<file path="src/core/cbf_params.svh">
// constants of the cache barrier and commit ordering block
`ifndef CBF_PARAMS_SVH
`define CBF_PARAMS_SVH
// ==========================================================
// extended config block indices
`define CBF_IDX_FENCE_EN   9'h01f
`define CBF_IDX_COMMIT_CTL 9'h020
`define CBF_IDX_CACHE_ON   9'h021
`define CBF_IDX_POLICY     9'h0f0
`define CBF_IDX_FENCE_CAP  9'h1e6
// ==========================================================
// field positions and constant byte values
`define CBF_BIT_FLUSH      0
`define CBF_BIT_FENCE      1
`define CBF_BIT_EN         0
`define CBF_FENCE_CAP_VAL  8'h01
`define CBF_POLICY_VAL     8'h01
// ==========================================================
// sizes and timing
`define CBF_DEPTH          4'h8
`define CBF_PTR_W          3
`define CBF_ADDR_W         16
`define CBF_FENCE_MAX      4'h8
`define CBF_CLK_NS         10
`define CBF_IDLE_NS        500
`define CBF_IDLE_CYC       (`CBF_IDLE_NS / `CBF_CLK_NS)
`endif

</file>
<file path="src/core/cbf_pkg.sv">
// types of the cache barrier and commit ordering block
`default_nettype none
package cbf_pkg;
  // host request sampled at a host bus clock rising edge
  typedef struct packed {
    logic        goIdle;   // go-idle command
    logic        wrValid;  // write request
    logic        wrForce;  // forced or reliable write
    logic [15:0] wrAddr;   // write block address
    logic        cfgWr;    // config byte write
    logic        cfgRd;    // config byte read
    logic [8:0]  cfgIdx;   // config byte index
    logic [7:0]  cfgData;  // config write data
  } cbf_host_req_t;
  // commit engine states
  typedef enum logic [0:0] {
    CBF_ST_IDLE = 1'b0,
    CBF_ST_PROG = 1'b1
  } cbf_state_t;
endpackage
`default_nettype wire

</file>
<file path="src/core/cbf_top.sv">
// cache write ordering: barriers, flushes, commit engine, config bytes
`default_nettype none
`include "cbf_params.svh"
module cbf_top (
  input  wire logic                   clk_sys,    // system clock 100 MHz
  input  wire logic                   rst_b,      // async reset, low
  input  wire logic                   ce,         // clock enable
  input  wire logic                   linkClk,    // host bus clock pin
  input  wire logic                   hwRst_b,    // hardware reset pin, low
  input  wire cbf_pkg::cbf_host_req_t hostReq,    // host request pins
  input  wire logic                   nandDone,   // storage program done
  input  wire logic                   nandErr,    // storage program failed
  output logic                        nandProg,   // start program pulse
  output logic      [`CBF_ADDR_W-1:0] nandAddr,   // address to program
  output logic      [7:0]             cfgRdData,  // config byte read data
  output logic                        busy,       // busy to host
  output logic                        statusErr   // cached program error status
);
  // ==========================================================
  // pin synchronisers
  logic [2:0]             lnkS_q;     // host clock samples
  logic [1:0]             hwS_q;      // reset pin samples
  cbf_pkg::cbf_host_req_t reqS1_q;    // request first stage
  cbf_pkg::cbf_host_req_t reqS2_q;    // request second stage

  // two stages before use, third only for edge finding
  always_ff @(posedge clk_sys or negedge rst_b) begin
    if (!rst_b) begin
      lnkS_q  <= 3'h0;
      hwS_q   <= 2'h0;
      reqS1_q <= '0;
      reqS2_q <= '0;
    end else if (ce) begin
      lnkS_q  <= {lnkS_q[1:0], linkClk};
      hwS_q   <= {hwS_q[0], hwRst_b};
      reqS1_q <= hostReq;
      reqS2_q <= reqS1_q;
    end
  end

  // ==========================================================
  // event decode
  logic                   hostEvt;    // host clock rising edge seen
  logic                   softRst;    // pin or go-idle reset
  logic                   cfgW;       // config write event
  logic                   fenceWr;    // fence bit written
  logic                   fenceOk;    // fences usable
  logic                   fenceAcc;   // barrier taken
  logic                   fenceOver;  // barrier beyond tracking
  logic                   flushWr;    // flush bit written
  logic                   cacheOffWr; // cache switched off
  logic                   flushSet;   // start full flush
  logic                   flushDone;  // full flush finished
  logic                   wrAcc;      // host write taken
  logic                   startDir;   // direct program start
  logic                   startFifo;  // cached program start
  logic                   idleHit;    // lazy commit time reached
  logic                   fifoEmpty;  // store empty
  logic                   fifoFull;   // store full
  logic                   fifoPush;   // move pending into store
  logic [`CBF_ADDR_W-1:0] headAddr;   // oldest cached address

  // state
  logic                   cacheOn_q;   // cache enabled
  logic [7:0]             fenceEn_q;   // fence enable byte
  logic [3:0]             fenceCnt_q;  // barriers held since flush
  logic                   flushAct_q;  // full flush running
  logic                   pendValid_q; // write waiting for store or direct program
  logic                   pendDir_q;   // waiting write bypasses cache
  logic [`CBF_ADDR_W-1:0] pendAddr_q;  // waiting write address
  logic                   progCach_q;  // program is cached data
  logic [7:0]             idleCnt_q;   // cycles without host writes
  cbf_pkg::cbf_state_t    state_q;     // commit engine state

  assign hostEvt    = lnkS_q[1] & ~lnkS_q[2];
  assign softRst    = ~hwS_q[1] | (hostEvt & reqS2_q.goIdle);
  assign cfgW       = hostEvt & reqS2_q.cfgWr & ~softRst;
  assign fenceWr    = cfgW & (reqS2_q.cfgIdx == `CBF_IDX_COMMIT_CTL)
                    & reqS2_q.cfgData[`CBF_BIT_FENCE];
  assign fenceOk    = fenceEn_q[`CBF_BIT_EN] & (`CBF_FENCE_CAP_VAL != 8'h00);
  assign fenceAcc   = fenceWr & fenceOk;
  assign fenceOver  = fenceAcc & (fenceCnt_q == `CBF_FENCE_MAX - 4'h1);
  assign flushWr    = cfgW & (reqS2_q.cfgIdx == `CBF_IDX_COMMIT_CTL)
                    & reqS2_q.cfgData[`CBF_BIT_FLUSH];
  assign cacheOffWr = cfgW & (reqS2_q.cfgIdx == `CBF_IDX_CACHE_ON)
                    & ~reqS2_q.cfgData[0] & cacheOn_q;
  assign flushSet   = flushWr | cacheOffWr | fenceOver | softRst;
  assign flushDone  = flushAct_q & fifoEmpty & ~pendValid_q
                    & (state_q == cbf_pkg::CBF_ST_IDLE) & ~flushSet;
  assign wrAcc      = hostEvt & reqS2_q.wrValid & ~pendValid_q & ~softRst;
  assign fifoPush   = pendValid_q & ~pendDir_q & ~fifoFull;
  assign idleHit    = (idleCnt_q == 8'(`CBF_IDLE_CYC));
  assign startDir   = (state_q == cbf_pkg::CBF_ST_IDLE) & pendValid_q & pendDir_q;
  assign startFifo  = (state_q == cbf_pkg::CBF_ST_IDLE) & ~startDir & ~fifoEmpty
                    & (flushAct_q | fifoFull | idleHit);

  // ==========================================================
  // config bytes written by host
  always_ff @(posedge clk_sys or negedge rst_b) begin
    if (!rst_b) begin
      cacheOn_q <= 1'b0;
      fenceEn_q <= 8'h00;
    end else if (ce) begin
      if (softRst) begin
        cacheOn_q <= 1'b0;
        fenceEn_q <= 8'h00;
      end else if (cfgW && reqS2_q.cfgIdx == `CBF_IDX_CACHE_ON) begin
        cacheOn_q <= reqS2_q.cfgData[0];
      end else if (cfgW && reqS2_q.cfgIdx == `CBF_IDX_FENCE_EN) begin
        fenceEn_q <= reqS2_q.cfgData;
      end
    end
  end

  // barrier tracking and full flush, a start wins over an end
  always_ff @(posedge clk_sys or negedge rst_b) begin
    if (!rst_b) begin
      fenceCnt_q <= 4'h0;
      flushAct_q <= 1'b0;
    end else if (ce) begin
      if (softRst) fenceCnt_q <= 4'h0;
      // a barrier in the cycle a flush ends starts a fresh count of one
      else if (fenceAcc && !fenceOver) begin
        fenceCnt_q <= flushDone ? 4'h1 : fenceCnt_q + 4'h1;
      end
      else if (flushDone) fenceCnt_q <= 4'h0;
      if (flushSet) flushAct_q <= 1'b1;
      else if (flushDone) flushAct_q <= 1'b0;
    end
  end

  // pending host write, bypass when cache off or forced
  always_ff @(posedge clk_sys or negedge rst_b) begin
    if (!rst_b) begin
      pendValid_q <= 1'b0;
      pendDir_q   <= 1'b0;
      pendAddr_q  <= 16'h0000;
    end else if (ce) begin
      if (wrAcc) begin
        pendValid_q <= 1'b1;
        pendDir_q   <= ~cacheOn_q | reqS2_q.wrForce;
        pendAddr_q  <= reqS2_q.wrAddr;
      end else if (fifoPush || startDir) begin
        pendValid_q <= 1'b0;
      end
    end
  end

  // lazy commit timer, restarts on each host write
  always_ff @(posedge clk_sys or negedge rst_b) begin
    if (!rst_b) idleCnt_q <= 8'h00;
    else if (ce) begin
      if (wrAcc || fifoEmpty) idleCnt_q <= 8'h00;
      else if (!idleHit) idleCnt_q <= idleCnt_q + 8'h01;
    end
  end

  // ==========================================================
  // commit engine, one program at a time, store drains oldest first
  always_ff @(posedge clk_sys or negedge rst_b) begin
    if (!rst_b) begin
      state_q    <= cbf_pkg::CBF_ST_IDLE;
      nandProg   <= 1'b0;
      nandAddr   <= 16'h0000;
      progCach_q <= 1'b0;
    end else if (ce) begin
      nandProg <= 1'b0;
      case (state_q)
        cbf_pkg::CBF_ST_IDLE: begin
          if (startDir || startFifo) begin
            nandProg   <= 1'b1;
            nandAddr   <= startDir ? pendAddr_q : headAddr;
            progCach_q <= startFifo;
            state_q    <= cbf_pkg::CBF_ST_PROG;
          end
        end
        cbf_pkg::CBF_ST_PROG: begin
          if (nandDone) state_q <= cbf_pkg::CBF_ST_IDLE;
        end
        default: state_q <= cbf_pkg::CBF_ST_IDLE;
      endcase
    end
  end

  // error status, a failure wins over a new flush request
  always_ff @(posedge clk_sys or negedge rst_b) begin
    if (!rst_b) statusErr <= 1'b0;
    else if (ce) begin
      if (state_q == cbf_pkg::CBF_ST_PROG && nandDone && nandErr && progCach_q)
        statusErr <= 1'b1;
      else if (flushWr || softRst) statusErr <= 1'b0;
    end
  end

  // busy to host and config byte reads
  always_ff @(posedge clk_sys or negedge rst_b) begin
    if (!rst_b) begin
      busy      <= 1'b0;
      cfgRdData <= 8'h00;
    end else if (ce) begin
      busy <= pendValid_q | flushAct_q | (state_q == cbf_pkg::CBF_ST_PROG);
      if (hostEvt && reqS2_q.cfgRd) begin
        case (reqS2_q.cfgIdx)
          `CBF_IDX_FENCE_EN:   cfgRdData <= fenceEn_q;
          `CBF_IDX_COMMIT_CTL: cfgRdData <= {7'h00, flushAct_q};
          `CBF_IDX_CACHE_ON:   cfgRdData <= {7'h00, cacheOn_q};
          `CBF_IDX_POLICY:     cfgRdData <= `CBF_POLICY_VAL;
          `CBF_IDX_FENCE_CAP:  cfgRdData <= `CBF_FENCE_CAP_VAL;
          default:             cfgRdData <= 8'h00;
        endcase
      end
    end
  end

  // ==========================================================
  // cached write store
  cbf_commit_fifo uStore (
    .clk_sys  (clk_sys),
    .rst_b    (rst_b),
    .ce       (ce),
    .push     (fifoPush),
    .pushData (pendAddr_q),
    .pop      (startFifo),
    .headData (headAddr),
    .empty    (fifoEmpty),
    .full     (fifoFull)
  );

  // ==========================================================
  // checks, written for ce held high
  property p_overFlush;
    @(posedge clk_sys) disable iff (!rst_b) ce && fenceOver |=> flushAct_q;
  endproperty
  a_overFlush: assert property (p_overFlush)
    else $error("barrier overflow did not start flush");
  property p_offFlush;
    @(posedge clk_sys) disable iff (!rst_b)
      ce && cacheOffWr |=> flushAct_q && !cacheOn_q;
  endproperty
  a_offFlush: assert property (p_offFlush)
    else $error("cache off did not flush");
  property p_resetOff;
    @(posedge clk_sys) disable iff (!rst_b)
      ce && softRst |=> !cacheOn_q && fenceEn_q == 8'h00 && fenceCnt_q == 4'h0;
  endproperty
  a_resetOff: assert property (p_resetOff)
    else $error("cache still on after reset");
  property p_doneClear;
    @(posedge clk_sys) disable iff (!rst_b) $fell(flushAct_q) |-> fenceCnt_q <= 4'h1;
  endproperty
  a_doneClear: assert property (p_doneClear)
    else $error("barrier state kept after flush");
  property p_fenceIgnored;
    @(posedge clk_sys) disable iff (!rst_b)
      ce && fenceWr && !fenceEn_q[0] && !softRst && !flushDone |=> $stable(fenceCnt_q);
  endproperty
  a_fenceIgnored: assert property (p_fenceIgnored)
    else $error("disabled barrier changed tracking");
  property p_fenceCount;
    @(posedge clk_sys) disable iff (!rst_b)
      ce && fenceAcc && !fenceOver && !flushDone |=> fenceCnt_q == $past(fenceCnt_q) + 4'h1;
  endproperty
  a_fenceCount: assert property (p_fenceCount)
    else $error("barrier not recorded");
  property p_policyRead;
    @(posedge clk_sys) disable iff (!rst_b)
      ce && hostEvt && reqS2_q.cfgRd && reqS2_q.cfgIdx == `CBF_IDX_POLICY
      |=> cfgRdData == `CBF_POLICY_VAL;
  endproperty
  a_policyRead: assert property (p_policyRead)
    else $error("policy byte changed");
  property p_capRead;
    @(posedge clk_sys) disable iff (!rst_b)
      ce && hostEvt && reqS2_q.cfgRd && reqS2_q.cfgIdx == `CBF_IDX_FENCE_CAP
      |=> cfgRdData == 8'h01;
  endproperty
  a_capRead: assert property (p_capRead)
    else $error("capability byte wrong");
  property p_fullDrains;
    @(posedge clk_sys) disable iff (!rst_b)
      ce && fifoFull && state_q == cbf_pkg::CBF_ST_IDLE && !pendDir_q |=> nandProg;
  endproperty
  a_fullDrains: assert property (p_fullDrains)
    else $error("full cache not drained");
  property p_errReport;
    @(posedge clk_sys) disable iff (!rst_b)
      ce && state_q == cbf_pkg::CBF_ST_PROG && nandDone && nandErr && progCach_q
      |=> statusErr;
  endproperty
  a_errReport: assert property (p_errReport)
    else $error("cached program error not reported");
  c_fence: cover property (@(posedge clk_sys) disable iff (!rst_b) fenceAcc);
  c_over: cover property (@(posedge clk_sys) disable iff (!rst_b) fenceOver);
  c_done: cover property (@(posedge clk_sys) disable iff (!rst_b) flushDone);
  c_direct: cover property (@(posedge clk_sys) disable iff (!rst_b) startDir && !fifoEmpty);
endmodule
`default_nettype wire

</file>
<file path="src/core/cbf_commit_fifo.sv">
// in-order store of cached write addresses awaiting commit
`default_nettype none
`include "cbf_params.svh"
module cbf_commit_fifo (
  input  wire logic                   clk_sys,  // system clock
  input  wire logic                   rst_b,    // async reset, low
  input  wire logic                   ce,       // clock enable
  input  wire logic                   push,     // store one entry
  input  wire logic [`CBF_ADDR_W-1:0] pushData, // address stored
  input  wire logic                   pop,      // drop head entry
  output logic      [`CBF_ADDR_W-1:0] headData, // oldest entry
  output logic                        empty,    // no entries
  output logic                        full      // no room
);
  // ==========================================================
  // pointers and count
  logic [`CBF_PTR_W-1:0]   wrPtr_q;          // next free slot
  logic [`CBF_PTR_W-1:0]   rdPtr_q;          // oldest slot
  logic [`CBF_PTR_W:0]     count_q;          // entries held
  logic [`CBF_ADDR_W-1:0]  mem_q [`CBF_DEPTH]; // entry storage

  assign empty    = (count_q == 4'h0);
  assign full     = (count_q == `CBF_DEPTH);
  assign headData = mem_q[rdPtr_q];

  // pointer and count update, oldest leaves first
  always_ff @(posedge clk_sys or negedge rst_b) begin
    if (!rst_b) begin
      wrPtr_q <= 3'h0;
      rdPtr_q <= 3'h0;
      count_q <= 4'h0;
    end else if (ce) begin
      if (push) wrPtr_q <= wrPtr_q + 3'h1;
      if (pop) rdPtr_q <= rdPtr_q + 3'h1;
      count_q <= count_q + {3'h0, push} - {3'h0, pop};
    end
  end

  // ==========================================================
  // one storage slot per entry
  for (genvar gi = 0; gi < `CBF_DEPTH; gi++) begin : gSlot
    always_ff @(posedge clk_sys) begin
      if (ce && push && wrPtr_q == `CBF_PTR_W'(gi)) mem_q[gi] <= pushData;
    end
  end

  // ==========================================================
  // checks
  property p_noOverflow;
    @(posedge clk_sys) disable iff (!rst_b) ce && full |-> !push;
  endproperty
  a_noOverflow: assert property (p_noOverflow)
    else $error("push into full commit store");
  property p_countBound;
    @(posedge clk_sys) disable iff (!rst_b) count_q <= `CBF_DEPTH;
  endproperty
  a_countBound: assert property (p_countBound)
    else $error("commit store count out of range");
endmodule
`default_nettype wire

</file>
<file path="config.mk">
export PLATFORM = sky130hd
export DESIGN_NAME = cbf_top
export DESIGN_NICKNAME = d
export VERILOG_FILES = /design/src/core/cbf_pkg.sv /design/src/core/cbf_top.sv /design/src/core/cbf_commit_fifo.sv
export VERILOG_INCLUDE_DIRS = /design/src /design/src/core
export SDC_FILE = /design/constraint.sdc
export NUM_CORES = 1
export LEC_CHECK = 0
export BUFFER_PORTS_ARGS = -buffer_cell sky130_fd_sc_hd__buf_4
export CORE_MARGIN = 2
export CORE_UTILIZATION = 40
export CTS_CLUSTER_DIAMETER = 200
export DETAILED_ROUTE_END_ITERATION = 12
export REMOVE_ABC_BUFFERS = 1
export SETUP_SLACK_MARGIN = 0.5
export SLEW_MARGIN = 20
export SYNTH_ARGS = -nofsm -noshare
export SYNTH_HDL_FRONTEND = slang
export SYNTH_HIERARCHICAL = 1
export SYNTH_SLANG_ARGS = --single-unit
</file>
<file path="constraint.sdc">
create_clock -name clk_sys -period 3.97 [get_ports clk_sys]
set_input_delay 1.191 -clock clk_sys [delete_from_list [all_inputs] [get_ports clk_sys]]
set_output_delay 1.191 -clock clk_sys [all_outputs]
set_load 0.02 [all_outputs]
</file>
Word level (Yosys, flattened, before mapping) --
Memory sizes are Yosys's and may differ from the RTL's. Index checks and enable logic that the tools add are counted.
Word-level totals: register bits after elaboration 160, bits in writable memories 128, bits of input ports 45, output and inout port bits 27, word-level logic and storage cells 216, memories kept 1
Memory list:
- uStore.mem_q | depth 8, width 16, read ports 1, clocked after Yosys merged registers in 0, write ports 1, RTL line cbf_commit_fifo.sv:20 | logic [`CBF_ADDR_W-1:0] mem_q [`CBF_DEPTH];
Cells by class: add/subtract/negate cells 6, equality and inequality tests 17, muxes and demuxes 60, bitwise logic cells 47, reductions and logical operators 49
Operators by type and width (count):
- $mux 16 | 8
- $reduce_or 16->1 | 7
- $mux 8 | 5
- $mux 1 | 34
- $pmux 8 s4 | 1
- $and 1x1->1 | 26
- $mux 3 | 7
- $reduce_and 2->1 | 10
- $eq 9x6->1 const B | 2
- $logic_and 1x1->1 | 16
- $mux 4 | 4
- $eq 3x3->1 const B | 4
- $not 1->1 | 12
- $reduce_bool 2->1 | 5
- $eq 9x5->1 const B | 1
- $eq 9x8->1 const B | 1
- $eq 9x9->1 const B | 1
- $or 1x1->1 | 9
- $add 8x1->8 const B | 1
- $eq 8x6->1 const B | 1
- $add 3x1->3 const B | 2
- $eq 3x2->1 const B | 2
- $reduce_and 3->1 | 2
- $add 4x1->4 | 1
- other kinds (14) | 17

Depth between registers and ports, before layout --
depth after elaboration 17, gate-level depth with buffers 14, depth with buffers taken out 14

By module --
The synthesis kept the hierarchy.
By module, submodules not included:
- cbf_top | instances 1, cells each 517, area an instance 6378.6 µm², seq. area each 3753.6 µm²
- cbf_commit_fifo | instances 1, cells each 261, area an instance 5637.9 µm², seq. area each 4093.9 µm²

Least setup slack after synthesis --
OpenSTA, ideal clock, no wires.
path kind input-to-reg, start input port ce, end memory uStore/mem_q[1][0] in the netlist's numbering (enable), setup time 388 ps, arrival 2557 ps, required time 3582 ps, setup slack 1025 ps, stages on the path 4, buffers on the path 2, cell sequence clkbuf_1 clkbuf_1 nand3_1 nor2_1
Between the ends: word-level cells in the longest chain between the ends 12, elaborated cells on any way between the ends 46, classes of those cells mux: 30; reduce/logical: 16
Ends and longest elaborated chain:
- start, declared | RTL line cbf_top.sv:7 | input wire logic ce,
- $logic_and 1x1->1 * | RTL line cbf_commit_fifo.sv:43 | if (ce && push && wrPtr_q == `CBF_PTR_W'(gi)) mem_q[gi] <= pushData;
- $logic_and 1x1->1 | RTL line cbf_commit_fifo.sv:43
- $mux 1 | RTL line cbf_commit_fifo.sv:43
- $mux 1 (implied by the code) | RTL line cbf_commit_fifo.sv:43
- $reduce_or 16->1 (no source line)
- $mux 3 (no source line) / $mux 1 (equally long branches) (7 in a row)
- end, declared | RTL line cbf_commit_fifo.sv:20
Mark *: on every way between the ends. The rest lies on a longest branch, timed or not.

Final worst setup path --
start register uStore.count_q[2], end memory uStore/mem_q[7][11] in the netlist's numbering (enable)
Between the ends: word-level cells in the longest chain between the ends 15, elaborated cells on any way between the ends 49, classes of those cells eq/ne: 1; mux: 30; bitwise: 2; reduce/logical: 16
Ends and longest elaborated chain:
- start, declared | RTL line cbf_commit_fifo.sv:19 | logic [`CBF_PTR_W:0] count_q;
- start signal, assigned | RTL line cbf_commit_fifo.sv:35 | count_q <= count_q + {3'h0, push} - {3'h0, pop};
- $eq 4x4->1 (no source line) *
- named net fifoFull | RTL line cbf_top.sv:59 | logic fifoFull;
- $not 1->1 * | RTL line cbf_top.sv:91 | assign fifoPush = pendValid_q & ~pendDir_q & ~fifoFull;
- $and 1x1->1 * | RTL line cbf_top.sv:91
- named net fifoPush | RTL line cbf_top.sv:60 | logic fifoPush;
- $logic_and 1x1->1 * | RTL line cbf_commit_fifo.sv:43
- $logic_and 1x1->1 | RTL line cbf_commit_fifo.sv:43
- $mux 1 | RTL line cbf_commit_fifo.sv:43
- $mux 1 (implied by the code) | RTL line cbf_commit_fifo.sv:43
- $reduce_or 16->1 (no source line)
- $mux 3 (no source line) / $mux 1 (equally long branches) (7 in a row)
Mark *: on every way through the listed nets, which the timed path passes. The rest lies on a longest branch.

==> impl_metrics.yaml <==
outcome:
  result_of_the_run: "completed"
pwr:
  vdd_ir_drop_max_mv: 0.364
  switchingPower_w: 0.00262
  power.sequential.fraction_pct: 45.8
  p_per_area_nw_per_um2: 654
  netSwitchingFraction_pct: 28.5
  combPwrFrac_pct: 22.6
  internal_power_w: 0.00656
  power.share.clock_pct: 31.7
  power.leakage_nw: 5.69
timing:
  worst_relative_slew_slack_pct: 28.0
  final_hold_viol_count: 0
  finalSetupViolCount: 0
  maxSlewViolCount: 0
  final_period_minus_worst_setup_slack_ns: 2.71
  min_period_over_period_pct: 68.3
  tightestPinTransition_ns: 1.08
  final_layout_setup_total_negative_slack_ns: 0
  rsz_0062_raised_after_global_routing: "no"
  clock_skew_ns: 0.0118
  fmaxAchievable_mhz: 369
die:
  io_pins: 72
  start_util_pct: 40.5
  placeableCoreArea_sq_um: 29600
  floorplan.die.width_um: 177
  floorplan.die.height_um: 177
  design.die.area_sq_um: 31400
  rows: 63
route:
  routed_wl_um: 22600
  dr.pass1.iters: 5
  vias: 6503
  ant_nets: 0
  routedWlPerCell_um: 17.6
  via_per_inst: 5.08
  drcViolationCount: 0
  detailedRoute.firstIterationViolations: 364
global_route:
  total_routing_resource_utilization_after_global_routing_pct: 14.6
  via_count_of_the_first_global_routing_pass: 6550
  antenna_found_initial: 0
  globalRoute.totalOverflow: 0
  grt_start_max_net_pins: 73
  grt_pass1_wl_um: 36000
worst_setup_path:
  setup.worst_path.end: "uStore/mem_q[7][11]"
  cpMostUsedCell: "sky130_fd_sc_hd__and3_1"
  crit_required_ns: 4.14
  rrSetupSlack_ns: 1.26
  path_buf_inv: 1
  timing.critical_path.fanout_max: 16
  r2r_start: "uStore/count_q[2]"
  data_arrival_time_of_the_critical_path_ns: 2.88
  crit_chain: "inv_1 > ha_1 > and3_1 > nor3b_1 > and3_1"
  critical_path_type: "reg -> reg"
  critical_path.top_delay_family: "simple AND/OR/NAND/NOR gates"
  timing.critical_path.slowest_stage_cell: "sky130_fd_sc_hd__and3_1"
  timing.critical_path.depth: 5
  reg2reg_depth: 5
  crit_path_start: "uStore/count_q[2]"
  critPathMaxStageDelay_ns: 0.88
  worst_setup_path_start_kind: "flop"
  r2r_end: "uStore/mem_q[7][11]"
  end_kind: "flop"
clock_tree:
  postCtsSetupBuffers: 0
  clk-insertion-delay-late_ns: 0.55
  cts-resized-gates: 0
  cts.root.buffer_cell: "sky130_fd_sc_hd__clkbuf_16"
  cts_num_sinks: 288
  postCtsHoldBufs: 0
  path_clk_slew_ns: 0.06
  clock_path_buffers: 3
  tritoncts_clock_tree: "built"
  ctsHtreeMaxLevel: 1
  numCtsBuffers: 31
synth:
  synth.ff_latch_count: 288
  synth_async_sr_flop_share_pct: 55.6
  synthesis.yosys.warnings: 6
  syn-cell-area_sq_um: 12000
  synth.top_cells.by_count: "sky130_fd_sc_hd__dfrtp_1 (160), sky130_fd_sc_hd__edfxtp_1 (128), sky130_fd_sc_hd__mux2_2 (122), sky130_fd_sc_hd__nand2_1 (112), sky130_fd_sc_hd__mux4_1 (29)"
  post-synth-top-area-fraction_pct: 33.3
  synth.yosys.seq_area_share_pct: 65.3
  synthMostInstantiatedCell: "sky130_fd_sc_hd__dfrtp_1"
  dominantRegCellSynth: "sky130_fd_sc_hd__dfrtp_1"
  syn-instance-count: 778
  synth-edff-count: 128
  avg_synthesized_cell_area_sq_um: 15.4
  dominant_cells_by_area_after_synthesis: "sky130_fd_sc_hd__dfrtp_1 (33%), sky130_fd_sc_hd__edfxtp_1 (32%), sky130_fd_sc_hd__mux2_2 (11%), sky130_fd_sc_hd__mux4_1 (6.3%), sky130_fd_sc_hd__nand2_1 (3.5%)"
  yosys.cell_types.count: 62
  netlist.top_cell.by_area: "sky130_fd_sc_hd__dfrtp_1"
placed_design:
  io_buffers: 71
  place.detailed.instances: 1222
  place.detailed.hpwl_um: 13700
  finalWeightedCongestion: 0.728
final_layout:
  antennaDiodeCount: 0
  drive_gt1_share_pct: 31.7
  final_nets: 927
  syn2layout_area_growth_pct: 16.8
  finish.cell_count_without_fillers: 1280
min_path:
  timing.hold.worst.class: "reg -> reg"
job:
  cap_viol_max_count: 0
## metal layers
metal | GRT usage, % | up-vias | part of all wire [%]
li1 | - | 3049 | -
met1 | 19.9 | 3315 | 46
met2 | 24.6 | 112 | 49
met3 | 2.46 | 27 | 4.0
met4 | 3.55 | 0 | 1.6
met5 | 0 | - | 0
## sequential cells by signal, summed over array words and instances, names as in the netlist, 2 cells and up
register and cells:
cfgRdData 8, pendAddr_q 16, uStore/mem_q 128, hwS_q 2, uStore/wrPtr_q 3, reqS1_q 38, uStore/rdPtr_q 3, uStore/count_q 4
reqS2_q 38, nandAddr 16, idleCnt_q 8, fenceEn_q 8, fenceCnt_q 4, lnkS_q 3
## layout make-up
class / count / area [sq um]
multi-input combinational: 436 / 3900
sequential: 288 / 7850
timing repair buffer: 87 / 682
fill: 2629 / 15600
inverter: 21 / 78.8
clock inverter: 19 / 205
clock buffer: 39 / 836
tap: 390 / 488
## tightest hold or removal path: cells and delay by family, from the launching register on
kind	cells	cell delay [ns]
and+or+nand+nor	1	0.05
DFF	1	0.34
AOI/OAI and AO/OA	1	0.06
## power by group through the flow
stage / clock [W] / sequential, W / combinational [W]
final: 0.00291 / 0.00420 / 0.00207
after global routing: 0.00311 / 0.00428 / 0.00230
after CTS: 0.00298 / 0.00422 / 0.00212
after detailed placement: 0 / 0.00427 / 0.00211
after global placement: 0 / 0.00425 / 0.00208
after floorplan: 0 / 0.00424 / 0.00137
## layout by cell type (no fill, tap or decap), types with 8 or more instances in the layout
cell / instances
sky130_fd_sc_hd__a21oi_1: 8
sky130_fd_sc_hd__buf_4: 84
sky130_fd_sc_hd__clkbuf_16: 31
sky130_fd_sc_hd__dfrtp_1: 159
sky130_fd_sc_hd__edfxtp_1: 128
sky130_fd_sc_hd__ha_1: 16
sky130_fd_sc_hd__inv_1: 21
sky130_fd_sc_hd__mux2_2: 122
sky130_fd_sc_hd__mux2_4: 8
sky130_fd_sc_hd__mux4_1: 29
sky130_fd_sc_hd__nand2_1: 112
sky130_fd_sc_hd__nand3_1: 12
sky130_fd_sc_hd__nor2_1: 19
sky130_fd_sc_hd__o21ai_0: 28
## kinds of logic after synthesis
family,count (synthesis),share of synthesized area (%)
simple gates,184,7.22
xor+xnor,8,0.583
mux,163,19.4
buf+inv,54,2.27
fa+ha+maj,17,1.83
flops,288,65.3
compound gates,64,3.37
## metrics by stage
step	power [W]	instance area (sq um)	util, %	hold WS [ns]	setup WS [ns]
after floorplan	0.00560	11800	-	0.448	1.47
after global placement	0.00633	13000	43.8	0.467	1.07
after detailed placement	0.00638	13000	43.8	0.471	1.04
after CTS	0.00931	14000	47.4	0.485	1.18
after global routing	0.00970	14000	47.4	0.497	1.01
final	0.00918	14000	47.4	0.478	1.26
## how the worst min path moves through the flow
| stage | slack, ns | depth (start not counted) | endpoint | startpoint |
|---|---|---|---|---|
| floorplan | 0.45 | 2 | reqS2_q[8] | reqS1_q[8] |
| global placement | 0.47 | 2 | fenceEn_q[7] | fenceEn_q[7] |
| detailed placement | 0.47 | 2 | fenceEn_q[7] | fenceEn_q[7] |
| CTS | 0.48 | 2 | fenceEn_q[7] | fenceEn_q[7] |
| global route | 0.50 | 2 | fenceEn_q[7] | fenceEn_q[7] |
| finish | 0.48 | 2 | fenceEn_q[4] | fenceEn_q[4] |
(Power assumes the default switching activity.)
